===== src/common/imu_tick_pkg.sv =====
// Shared constants, modes and state layout for the tick counter and power sync block
package imu_tick_pkg;

    // Register offsets
    localparam logic [7:0] ADDR_TICK0 = 8'h18;
    localparam logic [7:0] ADDR_TICK1 = 8'h19;
    localparam logic [7:0] ADDR_TICK2 = 8'h1a;
    localparam logic [7:0] ADDR_ACCEL_CONFIG = 8'h40;
    localparam logic [7:0] ADDR_AUX_FIRST = 8'h4b;
    localparam logic [7:0] ADDR_AUX_LAST = 8'h4f;
    localparam logic [7:0] ADDR_AUTO_SLEEP = 8'h6c;
    localparam logic [7:0] ADDR_CMD = 8'h7e;

    // Field positions
    localparam int ACC_ODR_LSB = 0;
    localparam int ACC_AVG_LSB = 4;
    localparam int ACCEL_UNDERSAMPLE_ENABLE_BIT = 7;
    localparam int AUTO_EN_BIT = 0;
    localparam int AUTO_FSU_BIT = 1;

    // Reset values
    localparam logic [7:0] ACCEL_CONFIG_RST = 8'h28;
    localparam logic [7:0] AUTO_SLEEP_RST = 8'h00;
    localparam logic [39:0] AUX_CONF_RST = 40'h00_0000_0000;

    // Command codes
    localparam logic [7:0] CMD_ACC_SUSPEND = 8'h20;
    localparam logic [7:0] CMD_ACC_NORMAL = 8'h21;
    localparam logic [7:0] CMD_ACC_LOWPWR = 8'h22;
    localparam logic [7:0] CMD_GYR_SUSPEND = 8'h24;
    localparam logic [7:0] CMD_GYR_NORMAL = 8'h25;
    localparam logic [7:0] CMD_GYR_FASTUP = 8'h26;
    localparam logic [7:0] CMD_AUX_SUSPEND = 8'h28;
    localparam logic [7:0] CMD_AUX_NORMAL = 8'h29;

    // Timing
    localparam int CLK_PERIOD_NS = 50;
    localparam int TICK_PERIOD_NS = 39000;
    localparam int TICK_CYCLES = TICK_PERIOD_NS / CLK_PERIOD_NS;
    localparam logic [9:0] PRE_LAST = 10'(TICK_CYCLES - 1);

    // Rate to bit mapping
    localparam logic [4:0] ODR_TOP_BIT = 5'h10;
    localparam logic [3:0] ODR_MIN = 4'h1;
    localparam logic [3:0] ODR_MAX = 4'hc;
    localparam logic [3:0] LP_ODR_MAX = 4'ha;
    localparam logic [4:0] LP_SUM_MAX = 5'h0b;
    localparam int SAMPLE_BIT = 4;
    localparam logic [5:0] TOP_BIT = 6'h17;

    typedef enum logic [2:0] {
        ACC_SUSPEND = 3'b001,
        ACC_NORMAL = 3'b010,
        ACC_LOWPWR = 3'b100
    } acc_mode_e;

    typedef enum logic [2:0] {
        GYR_SUSPEND = 3'b001,
        GYR_FASTUP = 3'b010,
        GYR_NORMAL = 3'b100
    } gyr_mode_e;

    typedef struct packed {
        logic [9:0] pre;
        logic [23:0] tick;
        logic [23:0] shadow;
        logic [7:0] accel_config;
        logic [39:0] aux;
        logic [7:0] auto_cfg;
        acc_mode_e acc;
        gyr_mode_e gyr;
        logic aux_susp;
        logic active;
        logic [7:0] left;
        logic [7:0] rdata;
        logic tick_q;
        logic data_upd;
        logic fifo_upd;
        logic sample;
        logic new_sample_line;
        logic [23:0] stamp;
        logic [7:0] averaging_count;
    } state_s;

endpackage


===== src/rtl/imu_tick_sync.sv =====
// Tick counter, sample timing and sensor power coordination
`timescale 1ns/1ps
`default_nettype none

module imu_tick_sync (
    // Clock and reset
    input wire logic mclk_i,
    input wire logic reset_i,
    // Register port
    input wire logic [7:0] reg_addr_i,
    input wire logic [7:0] reg_wdata_i,
    input wire logic reg_wr_i,
    input wire logic reg_rd_i,
    output logic [7:0] reg_rdata_o,
    // Neighbouring logic
    input wire logic [2:0] fifo_downs_i,
    input wire logic fifo_read_done_i,
    input wire logic any_motion_i,
    input wire logic no_motion_i,
    // Timing outputs
    output logic [23:0] tick_counter_o,
    output logic sample_strobe_o,
    output logic data_update_o,
    output logic fifo_update_o,
    output logic new_sample_line_o,
    output logic [23:0] fifo_stamp_o,
    // Power outputs
    output logic [2:0] accel_mode_o,
    output logic [2:0] gyro_mode_o,
    output logic accel_active_o,
    output logic [7:0] averaging_count_o,
    output logic aux_suspended_o
);

    imu_tick_pkg::state_s st_reg;
    imu_tick_pkg::state_s st_next;

    // Decoded configuration, shared with the checks
    logic [3:0] odr;
    logic [2:0] avg_code;
    logic odr_ok;
    logic [4:0] data_bit;
    logic [5:0] fifo_bit;
    logic cycle_ok;
    logic us_on;

    always_comb begin
        odr = st_reg.accel_config[imu_tick_pkg::ACC_ODR_LSB +: 4];
        avg_code = st_reg.accel_config[imu_tick_pkg::ACC_AVG_LSB +: 3];
        odr_ok = (odr >= imu_tick_pkg::ODR_MIN) && (odr <= imu_tick_pkg::ODR_MAX);
        data_bit = imu_tick_pkg::ODR_TOP_BIT - {1'b0, odr};
        fifo_bit = {1'b0, data_bit} + {3'b000, fifo_downs_i};
        us_on = st_reg.accel_config[imu_tick_pkg::ACCEL_UNDERSAMPLE_ENABLE_BIT];
        // Enough idle time for a suspend phase between samples
        cycle_ok = (odr <= imu_tick_pkg::LP_ODR_MAX)
            && (({1'b0, odr} + {2'b00, avg_code}) <= imu_tick_pkg::LP_SUM_MAX);
    end

    always_comb begin
        logic [23:0] inc;
        logic [23:0] flip;
        logic tick;
        logic data_evt;
        logic fifo_evt;
        logic smp_evt;
        logic wr;
        inc = 24'h00_0000;
        flip = 24'h00_0000;
        tick = 1'b0;
        data_evt = 1'b0;
        fifo_evt = 1'b0;
        smp_evt = 1'b0;
        wr = 1'b0;
        st_next = st_reg;

        // Free running timebase, no mode gates it
        tick = (st_reg.pre == imu_tick_pkg::PRE_LAST);
        st_next.pre = tick ? 10'h000 : st_reg.pre + 10'h001;
        inc = st_reg.tick + 24'h00_0001;
        flip = inc ^ st_reg.tick;
        if (tick) begin
            st_next.tick = inc;
        end

        // Events fire only on the increment that toggles their bit
        smp_evt = tick && flip[imu_tick_pkg::SAMPLE_BIT];
        data_evt = tick && odr_ok && flip[data_bit];
        fifo_evt = tick && odr_ok && (fifo_bit <= imu_tick_pkg::TOP_BIT)
            && flip[fifo_bit[4:0]];
        st_next.tick_q = tick;
        st_next.sample = smp_evt && (st_reg.acc != imu_tick_pkg::ACC_SUSPEND);
        st_next.data_upd = data_evt && (st_reg.acc != imu_tick_pkg::ACC_SUSPEND);
        st_next.fifo_upd = fifo_evt && (st_reg.acc != imu_tick_pkg::ACC_SUSPEND);
        st_next.new_sample_line = data_evt && (st_reg.acc != imu_tick_pkg::ACC_SUSPEND);

        // Averaging is a power of two, only applied when undersampling
        if (us_on) begin
            st_next.averaging_count = 8'h01 << avg_code;
        end else begin
            st_next.averaging_count = 8'h01;
        end

        // Acquisition phase of the low power cycle
        unique case (st_reg.acc)
            imu_tick_pkg::ACC_SUSPEND: begin
                st_next.active = 1'b0;
                st_next.left = 8'h00;
            end
            imu_tick_pkg::ACC_NORMAL: begin
                st_next.active = 1'b1;
                st_next.left = 8'h00;
            end
            imu_tick_pkg::ACC_LOWPWR: begin
                if (!cycle_ok) begin
                    st_next.active = 1'b1;
                    st_next.left = 8'h00;
                end else if (data_evt) begin
                    st_next.active = 1'b1;
                    st_next.left = st_reg.averaging_count;
                end else if (st_reg.active && smp_evt) begin
                    // Phase ends after the averaged samples are taken
                    if (st_reg.left <= 8'h01) begin
                        st_next.active = 1'b0;
                        st_next.left = 8'h00;
                    end else begin
                        st_next.left = st_reg.left - 8'h01;
                    end
                end
            end
        endcase

        // Gyro auto sleep from the motion detectors
        if (st_reg.auto_cfg[imu_tick_pkg::AUTO_EN_BIT]) begin
            if (st_reg.gyr == imu_tick_pkg::GYR_NORMAL && no_motion_i) begin
                st_next.gyr = st_reg.auto_cfg[imu_tick_pkg::AUTO_FSU_BIT]
                    ? imu_tick_pkg::GYR_FASTUP : imu_tick_pkg::GYR_SUSPEND;
            end else if (st_reg.gyr != imu_tick_pkg::GYR_NORMAL && any_motion_i) begin
                st_next.gyr = imu_tick_pkg::GYR_NORMAL;
            end
        end

        // Timestamp caught after a full FIFO readout
        if (fifo_read_done_i) begin
            st_next.stamp = st_reg.tick;
        end

        // Register writes
        wr = reg_wr_i;
        if (wr) begin
            if (reg_addr_i == imu_tick_pkg::ADDR_ACCEL_CONFIG) begin
                st_next.accel_config = reg_wdata_i;
            end
            if (reg_addr_i >= imu_tick_pkg::ADDR_AUX_FIRST
                && reg_addr_i <= imu_tick_pkg::ADDR_AUX_LAST) begin
                st_next.aux[8 * (reg_addr_i - imu_tick_pkg::ADDR_AUX_FIRST) +: 8] =
                    reg_wdata_i;
            end
            if (reg_addr_i == imu_tick_pkg::ADDR_AUTO_SLEEP) begin
                st_next.auto_cfg = reg_wdata_i;
            end
            // One command moves one sensor only; unknown codes are ignored
            if (reg_addr_i == imu_tick_pkg::ADDR_CMD) begin
                unique case (reg_wdata_i)
                    imu_tick_pkg::CMD_ACC_SUSPEND: begin
                        st_next.acc = imu_tick_pkg::ACC_SUSPEND;
                    end
                    imu_tick_pkg::CMD_ACC_NORMAL: st_next.acc = imu_tick_pkg::ACC_NORMAL;
                    imu_tick_pkg::CMD_ACC_LOWPWR: st_next.acc = imu_tick_pkg::ACC_LOWPWR;
                    imu_tick_pkg::CMD_GYR_SUSPEND: st_next.gyr = imu_tick_pkg::GYR_SUSPEND;
                    imu_tick_pkg::CMD_GYR_NORMAL: st_next.gyr = imu_tick_pkg::GYR_NORMAL;
                    imu_tick_pkg::CMD_GYR_FASTUP: st_next.gyr = imu_tick_pkg::GYR_FASTUP;
                    // Only the interface state moves; the magnetometer gets no message
                    imu_tick_pkg::CMD_AUX_SUSPEND: st_next.aux_susp = 1'b1;
                    imu_tick_pkg::CMD_AUX_NORMAL: st_next.aux_susp = 1'b0;
                    default: begin
                    end
                endcase
            end
        end

        // Register reads, answered one cycle later
        if (reg_rd_i) begin
            st_next.rdata = 8'h00;
            case (reg_addr_i)
                imu_tick_pkg::ADDR_TICK0: begin
                    // Low byte read freezes the upper bytes for a coherent value
                    st_next.rdata = st_reg.tick[7:0];
                    st_next.shadow = st_reg.tick;
                end
                imu_tick_pkg::ADDR_TICK1: st_next.rdata = st_reg.shadow[15:8];
                imu_tick_pkg::ADDR_TICK2: st_next.rdata = st_reg.shadow[23:16];
                imu_tick_pkg::ADDR_ACCEL_CONFIG: st_next.rdata = st_reg.accel_config;
                imu_tick_pkg::ADDR_AUTO_SLEEP: st_next.rdata = st_reg.auto_cfg;
                default: begin
                    if (reg_addr_i >= imu_tick_pkg::ADDR_AUX_FIRST
                        && reg_addr_i <= imu_tick_pkg::ADDR_AUX_LAST) begin
                        st_next.rdata =
                            st_reg.aux[8 * (reg_addr_i - imu_tick_pkg::ADDR_AUX_FIRST) +: 8];
                    end
                end
            endcase
        end
    end

    always_ff @(posedge mclk_i) begin
        if (reset_i) begin
            st_reg <= '{
                pre: 10'h000,
                tick: 24'h00_0000,
                shadow: 24'h00_0000,
                accel_config: imu_tick_pkg::ACCEL_CONFIG_RST,
                aux: imu_tick_pkg::AUX_CONF_RST,
                auto_cfg: imu_tick_pkg::AUTO_SLEEP_RST,
                acc: imu_tick_pkg::ACC_SUSPEND,
                gyr: imu_tick_pkg::GYR_SUSPEND,
                aux_susp: 1'b0,
                active: 1'b0,
                left: 8'h00,
                rdata: 8'h00,
                tick_q: 1'b0,
                data_upd: 1'b0,
                fifo_upd: 1'b0,
                sample: 1'b0,
                new_sample_line: 1'b0,
                stamp: 24'h00_0000,
                averaging_count: 8'h01
            };
        end else begin
            st_reg <= st_next;
        end
    end

    assign reg_rdata_o = st_reg.rdata;
    assign tick_counter_o = st_reg.tick;
    assign sample_strobe_o = st_reg.sample;
    assign data_update_o = st_reg.data_upd;
    assign fifo_update_o = st_reg.fifo_upd;
    assign new_sample_line_o = st_reg.new_sample_line;
    assign fifo_stamp_o = st_reg.stamp;
    assign accel_mode_o = st_reg.acc;
    assign gyro_mode_o = st_reg.gyr;
    assign accel_active_o = st_reg.active;
    assign averaging_count_o = st_reg.averaging_count;
    assign aux_suspended_o = st_reg.aux_susp;

    chk_tick_period: assert property (@(posedge mclk_i) disable iff (reset_i)
        st_reg.tick_q |-> ##[780:780] st_reg.tick_q)
        else $error("tick spacing is not 780 cycles");

    chk_tick_gap: assert property (@(posedge mclk_i) disable iff (reset_i)
        st_reg.tick_q |=> !st_reg.tick_q [*8])
        else $error("tick came too early");

    chk_counter_step: assert property (@(posedge mclk_i) disable iff (reset_i)
        st_reg.tick_q |-> tick_counter_o == 24'($past(tick_counter_o) + 24'h00_0001))
        else $error("counter did not step by one");

    chk_counter_hold: assert property (@(posedge mclk_i) disable iff (reset_i)
        !st_reg.tick_q |-> $stable(tick_counter_o))
        else $error("counter moved without a tick");

    chk_update_bit: assert property (@(posedge mclk_i) disable iff (reset_i)
        data_update_o && $stable(st_reg.accel_config)
        |-> tick_counter_o[data_bit] != $past(tick_counter_o[data_bit]))
        else $error("update without its counter bit toggling");

    chk_sample_align: assert property (@(posedge mclk_i) disable iff (reset_i)
        sample_strobe_o |-> st_reg.tick_q && tick_counter_o[3:0] == 4'h0)
        else $error("sample strobe off the 1600 Hz boundary");

    chk_new_sample_line_common: assert property (@(posedge mclk_i) disable iff (reset_i)
        new_sample_line_o |-> data_update_o && st_reg.tick_q)
        else $error("new sample line without a data update");

    chk_lp_active: assert property (@(posedge mclk_i) disable iff (reset_i)
        accel_mode_o == imu_tick_pkg::ACC_LOWPWR && !$past(cycle_ok)
        && $past(accel_mode_o) == imu_tick_pkg::ACC_LOWPWR |-> accel_active_o)
        else $error("low power cycled with no room to sleep");

    chk_gyro_sleep: assert property (@(posedge mclk_i) disable iff (reset_i)
        st_reg.auto_cfg[imu_tick_pkg::AUTO_EN_BIT] && no_motion_i && !reg_wr_i
        && gyro_mode_o == imu_tick_pkg::GYR_NORMAL
        |=> gyro_mode_o != imu_tick_pkg::GYR_NORMAL)
        else $error("gyro stayed awake on no motion");

    chk_fifo_stamp: assert property (@(posedge mclk_i) disable iff (reset_i)
        fifo_read_done_i |=> fifo_stamp_o == $past(tick_counter_o))
        else $error("fifo timestamp not captured");

    chk_aux_cmd: assert property (@(posedge mclk_i) disable iff (reset_i)
        $changed(aux_suspended_o) |-> $past(reg_wr_i && reg_addr_i == imu_tick_pkg::ADDR_CMD))
        else $error("aux state changed without a command");

    chk_fifo_bit: assert property (@(posedge mclk_i) disable iff (reset_i)
        fifo_update_o && $stable(st_reg.accel_config) && $stable(fifo_downs_i)
        |-> tick_counter_o[fifo_bit[4:0]] != $past(tick_counter_o[fifo_bit[4:0]]))
        else $error("fifo update without its counter bit toggling");

    chk_sample_gated: assert property (@(posedge mclk_i) disable iff (reset_i)
        sample_strobe_o |-> $past(accel_mode_o) != imu_tick_pkg::ACC_SUSPEND)
        else $error("sample strobe while the accelerometer slept");

    chk_update_gated: assert property (@(posedge mclk_i) disable iff (reset_i)
        data_update_o |-> $past(odr_ok) && $past(accel_mode_o) != imu_tick_pkg::ACC_SUSPEND)
        else $error("data update with a bad rate or in suspend");

    chk_avg_power: assert property (@(posedge mclk_i) disable iff (reset_i)
        $onehot(averaging_count_o))
        else $error("averaging count is not a power of two");

    chk_avg_plain: assert property (@(posedge mclk_i) disable iff (reset_i)
        !$past(us_on) |-> averaging_count_o == 8'h01)
        else $error("averaging applied without undersampling");

    chk_active_fall: assert property (@(posedge mclk_i) disable iff (reset_i)
        $fell(accel_active_o) |-> $past(accel_mode_o) != imu_tick_pkg::ACC_NORMAL)
        else $error("acquisition ended in normal mode");

    chk_active_rise: assert property (@(posedge mclk_i) disable iff (reset_i)
        $rose(accel_active_o) && $past(accel_mode_o) == imu_tick_pkg::ACC_LOWPWR
        && $past(cycle_ok) |-> data_update_o)
        else $error("acquisition started off an output update");

    chk_gyro_wake: assert property (@(posedge mclk_i) disable iff (reset_i)
        st_reg.auto_cfg[imu_tick_pkg::AUTO_EN_BIT] && any_motion_i && !reg_wr_i
        && gyro_mode_o != imu_tick_pkg::GYR_NORMAL
        |=> gyro_mode_o == imu_tick_pkg::GYR_NORMAL)
        else $error("gyro stayed asleep on motion");

endmodule

`default_nettype wire


===== config.mk =====
export PLATFORM = sky130hd
export DESIGN_NAME = imu_tick_sync
export DESIGN_NICKNAME = d
export VERILOG_FILES = /design/src/common/imu_tick_pkg.sv /design/src/rtl/imu_tick_sync.sv
export SDC_FILE = /design/constraint.sdc
export NUM_CORES = 1
export LEC_CHECK = 0
export BUFFER_PORTS_ARGS = -buffer_cell sky130_fd_sc_hd__buf_2
export CAP_MARGIN = 0
export CORE_UTILIZATION = 54
export DETAILED_ROUTE_END_ITERATION = 8
export HOLD_SLACK_MARGIN = 0.05
export PLACE_DENSITY = 0.84
export SLEW_MARGIN = 20
export SYNTH_ARGS = -nofsm -noshare
export SYNTH_HDL_FRONTEND = slang
export SYNTH_SLANG_ARGS = --single-unit

===== constraint.sdc =====
create_clock -name mclk_i -period 3.22 [get_ports mclk_i]
set_input_delay 0.322 -clock mclk_i [delete_from_list [all_inputs] [get_ports mclk_i]]
set_output_delay 0.322 -clock mclk_i [all_outputs]
set_load 0.02 [all_outputs]

# Word level (Yosys, flattened, before mapping)
# Index checks and enable logic that the tools add are counted.
[classes]
mux = 22
shifts = 4
order_cmp = 10
bitwise = 2
add_sub_neg = 8
eq_ne = 23
reduce_logical = 25
[ops]
columns = ["operator", "count"]
rows = [
  ["8-bit by 6-bit == test with 1-bit output, second input constant", 8],
  ["40-bit bitwise mux", 1],
  ["8-bit case mux with 5 select lines", 1],
  ["8-bit by 34-bit variable shift with 40-bit output, first input constant", 1],
  ["40-bit by 33-bit variable part select with 8-bit output", 1],
  ["8-bit by 34-bit variable part select with 40-bit output", 1],
  ["32-bit negation with 34-bit output", 1],
  ["9-bit 2-to-1 mux", 3],
  ["9-bit case mux with 3 select lines", 1],
  ["24-bit by 1-bit adder with 24-bit output, second input constant", 1],
  ["8-bit by 5-bit == test with 1-bit output, second input constant", 3],
  ["8-bit by 7-bit == test with 1-bit output, second input constant", 3],
  ["24-bit bitwise XOR", 1],
  ["3-bit case mux with 3 select lines", 2],
  ["8-bit 2-to-1 mux", 2],
  ["1-bit logical AND", 14],
  ["5-bit by 6-bit < comparator with 1-bit output, second input constant", 2],
  ["10-bit by 1-bit adder with 10-bit output, second input constant", 1],
  ["1-bit binary-select mux with 5-bit select", 2],
  ["10-bit == test, second input constant", 1],
  ["2-bit AND reduction", 5],
  ["3-bit 2-to-1 mux", 3],
  ["8-bit by 7-bit subtractor with 9-bit output, second input constant", 1],
  ["8-bit by 7-bit greater-or-equal comparator with 1-bit output, second input constant", 1],
  ["other kinds (26)", 34],
]
[word_totals]
word_cells = 111
register_bits = 173
inputBits = 26
out_inout_bits = 76

# Depth between registers and ports, before layout
[depth]
depth_word = 8
depth_mapped = 16
depth_no_buf = 15

# Worst setup path before layout
# OpenSTA, ideal clock, no wires.
[synth_timing]
path_type = "input to register"
start = "input reg_addr_i[0]"
end = "register st_reg[75] in the netlist's numbering"
slack_ns = -0.119
arrival_time_ns = 3.269
setup_time_ns = 0.070
cell_stages = 14
path_cell_list = "buf_6 inv_2 ha_1 nor2_4 a21boi_4 o211ai_1 ha_1 nor4_1 nand4_1 nor4b_1 nand4_4 buf_6 or3b_1 a21oi_1"
[synth_between]
elab_chain_len = 4
[synth_rtl]
columns = ["element", "line", "text"]
rows = [
  ["start, declared", "imu_tick_sync.sv:10", "input wire logic [7:0] reg_addr_i,"],
  ["8-bit by 7-bit subtractor with 9-bit output", "imu_tick_sync.sv:155", "st_next.aux[8 * (reg_addr_i - imu_tick_pkg::ADDR_AUX_FIRST) +: 8] ="],
  ["32-bit negation with 34-bit output", "imu_tick_sync.sv:155", ""],
  ["8-bit by 34-bit variable part select with 40-bit output / 8-bit by 34-bit variable shift with 40-bit output (equally long branches)", "imu_tick_sync.sv:155", ""],
  ["40-bit bitwise mux", "imu_tick_sync.sv:155", ""],
  ["end signal, assigned", "imu_tick_sync.sv:207", "st_reg <= '{"],
  ["end signal, assigned", "imu_tick_sync.sv:229", "st_reg <= st_next;"],
  ["end, declared", "imu_tick_sync.sv:35", "imu_tick_pkg::state_s st_reg;"],
]
# Several ways; a longest one is shown, not always the timed one.
# A chain may end at the register's enable or synchronous reset.

# Worst setup path after layout
[layout_timing]
start = "input reg_addr_i[0]"
end = "register st_reg[89] in the netlist's numbering"
# Same word-level chain as after synthesis.

==> Implementation_results.wiki <==
{| class="wikitable"
! Metric !! Value
|-
| Total power divided by cell area || around 430 nW/um2
|-
| Cell area after layout || 10160 um2
|-
| FF+latch count, synth || ~170
|-
| Standard-cell row count || 47
|-
| Synth Instances || around 1100
|-
| Net switching fraction of the power || about 26%
|-
| Max-capacitance violation count || 0
|-
| Result of the run || finished, violations left
|-
| Antenna violations before repair || 0
|-
| Worst setup SP type || primary input
|-
| Post-CTS repair timing setup buffer count || 0
|-
| Proportion of layout cells with a drive suffix above 1 || about a fifth
|-
| Syn avg cell area || approximately 8.4 um2
|-
| Clk network pwr share || between 40 and 50%
|-
| DRC violation count after routing || 2
|-
| Netlist area before placement || roughly 9100 um2
|-
| Leading post-synthesis cells by cell area || dfxtp_1, mux2i_1, nor2_1, buf_4, nand2_1
|-
| Total of hold buffers inserted after clock tree synthesis || 0
|-
| Violations in the final reports || DRC
|-
| Gr usage total || between 20 and 30%
|-
| Gates resized, CTS repair || 0
|-
| Final Critical Period || roughly 3.0 ns
|-
| Worst min path class || in2reg
|-
| Area enclosed by the die boundary || 17340 um2
|-
| CTS tree || yes
|-
| Arrival time of data at the critical path endpoint || about 3.3 ns
|-
| Cell depth of the worst hold path || 3
|-
| Critical path start-end classification || in2reg
|-
| Sequential share of the synthesized area || 36.38%
|-
| Commonest non-fill, non-tap cells in the layout || dfxtp_1, nor2_1, nand2_1, buf_2, a21oi_1
|-
| P_leak || 0.004101 uW
|-
| Overflow after GRT || 0
|-
| Cell accounting for the most synthesized area || dfxtp_1
|-
| Total placed instance area || ~9600 um2
|-
| Setup repair after global routing missed its margin || false
|-
| Net switching power || 1132 uW
|-
| Number of flip-flops in the largest register || 83
|-
| Count of inserted antenna diode cells || 0
|-
| Most common cell after layout, fill and taps aside || dfxtp_1
|-
| DRT Pass-1 Iters || 7
|-
| Final Cycle Share || between 90% and 100%
|-
| Number of enable-type register cells in the synthesized netlist || 0
|-
| Clock Skews || between 0.008 and 0.009 ns
|-
| Maximum number of pins on one net before global-route repair || 82
|-
| Drt total wl || approximately 23 mm
|-
| Worst Reg-to-Reg Cells || 9
|-
| Via count of the first global-routing pass || 7567
|-
| Part of the power in combinational logic || 7.2%
|-
| Post-synth net total || roughly 1100
|-
| Dpl hpwl || ~17 mm
|-
| Starting DRC count in detailed routing || roughly 700
|-
| Power share of the sequential group || between 40% and 50%
|-
| Top fanout value on the critical path || 7
|-
| Routed via count || 8075
|-
| Register-to-register setup slack || roughly 0.38 ns
|-
| CTS max path bufs || 2
|-
| Number of vias per cell after detailed routing || 5.951
|-
| Die height || between 100 and 150 um
|-
| Final setup vio count || 0
|-
| Peak supply drop || roughly 0.32 mV
|-
| Clock root cell || clkbuf_16
|-
| Slew HR || about two fifths
|-
| Smallest hold slack || 0.2016 ns
|-
| Placer's final routability congestion estimate || between 0.9 and 1
|-
| Clock transition at path regs || 0.07 ns
|-
| Average wire per cell in the routed design || approximately 17 um
|-
| Final hold vios || 0
|-
| Final net count || around 1200
|-
| Horizontal die dimension || approximately 130 um
|-
| Number of max-slew violations in the final report || 0
|-
| Number of clock buffers inserted by TritonCTS || 17
|-
| Required time of the worst setup path || 3.50 ns
|-
| Number of H-tree levels || 4
|-
| Share of flip-flops with an asynchronous set or reset || 0%
|-
| TritonCTS Sinks || around 170
|-
| Max frequency || between 300 and 400 MHz
|-
| Antenna Nets Post-Route || 0
|-
| Pint || roughly 3300 uW
|-
| Insertion delay to the later sink of the worst-skew pair || between 0.4 and 0.5 ns
|-
| Slew at the pin closest to its max-slew limit || 0.8681 ns
|-
| Area of the core || 16520 um2
|-
| Main flop type after synthesis || dfxtp_1
|-
| Wire length of the first global-routing pass || roughly 38 mm
|-
| Area added between synthesis and finish || 11.85%
|-
| Share of the synthesized area in the top cell type || between 30% and 40%
|-
| Number of unique standard cell types used by synthesis || between 70 and 80
|-
| Effective utilization at floorplan || 54.95%
|-
| Number of primary I/O pins || 102
|-
| Category of the worst setup path capture point || flip-flop
|-
| Syn. warnings || 0
|-
| Count of input and output buffers || about 100
|}
worst max-delay path, stage by stage:
cell	delay, ns
buf_2	0.11
ha_1	0.27
o21ai_1	0.20
nand3_1	0.09
o21ai_0	0.27
o21ai_0	0.13
ha_1	0.31
nor4_1	0.30
and4b_1	0.31
o2111ai_4	0.14
buf_4	0.19
nor3_4	0.17
buf_4	0.18
mux2i_1	0.23
nor2_1	0.07
cells in the mapped netlist, drive strengths merged, types with 5 or more instances:
library cell  instances
dfxtp               165
nor2                152
nand2               121
buf                  88
a21oi                74
mux2i                69
nand3                55
clkbuf               46
o21ai                28
nand4                26
xor2                 24
ha                   23
nor3                 21
inv                  20
xnor2                19
and2                 12
nor4                 12
o221a                 9
a222oi                8
mux4                  8
or3b                  8
a31oi                 6
o211ai                6
or3                   6
or4                   6
and3                  5
final cells by class:
cell class,count,area (um2)
Fill cell,1396,6369
Clock inverter,14,156.4
Sequential cell,165,3303
Multi-Input combinational cell,761,4928
Clock buffer,17,425.4
Timing Repair Buffer,159,980.9
Inverter,21,86.33
Tap cell,220,275.3
per-stage QoR:
stage | util, % | instances | setup slack [ns] | total power (uW) | setup TNS, ns
2_1_floorplan | - | 1081 | -0.07201 | 2306 | -0.5761
3_3_place_gp | 57.94 | 1326 | -0.05506 | 2407 | -1.102
6_report | 61.46 | 1357 | 0.2387 | 4393 | 0
3_5_place_dp | 57.94 | 1326 | -0.1721 | 2413 | -4.127
4_1_cts | 61.46 | 1357 | 0.2316 | 4399 | 0
5_1_grt | 61.46 | 1357 | 0.03090 | 4512 | 0
worst paths after layout:
| path | from | end |
|---|---|---|
| max | reg_addr_i[0] | st_reg[89] |
| min | reg_wdata_i[0] | st_reg[61] |
| max reg2reg | avg_code[0] | accel_active_o |
| min reg2reg | st_reg[75] | st_reg[75] |
per-layer routing:
| layer | global-route usage (%) | part of all wire [%] |
|---|---|---|
| met1 | 35.69 | 43 |
| met2 | 43.06 | 46 |
| met3 | 5.324 | 7.8 |
| met4 | 11.82 | 2.8 |
| met5 | 0 | 0 |
power groups by stage:
stage | logic [uW] | clock network, uW | registers, uW
5_1_grt | 339 | 2120 | 2060
6_report | 316 | 2020 | 2060
4_1_cts | 311 | 2030 | 2060
3_5_place_dp | 311 | 0 | 2100
3_3_place_gp | 305 | 0 | 2100
2_1_floorplan | 207 | 0 | 2100
cell families (layout without fill, tap and decap cells):
family                     after synthesis  after routing  share of synthesized area [%]
AOI/OAI and AO/OA                      163            163                          11.75
buffers and inverters                  155            211                          9.742
adders and majority gates               25             25                          3.610
muxes                                   79             79                          9.839
and+or+nand+nor                        451            451                          24.03
xor gates and xnor gates                43             43                          4.644
DFF                                    165            165                          36.38
(Power assumes the default switching activity.)
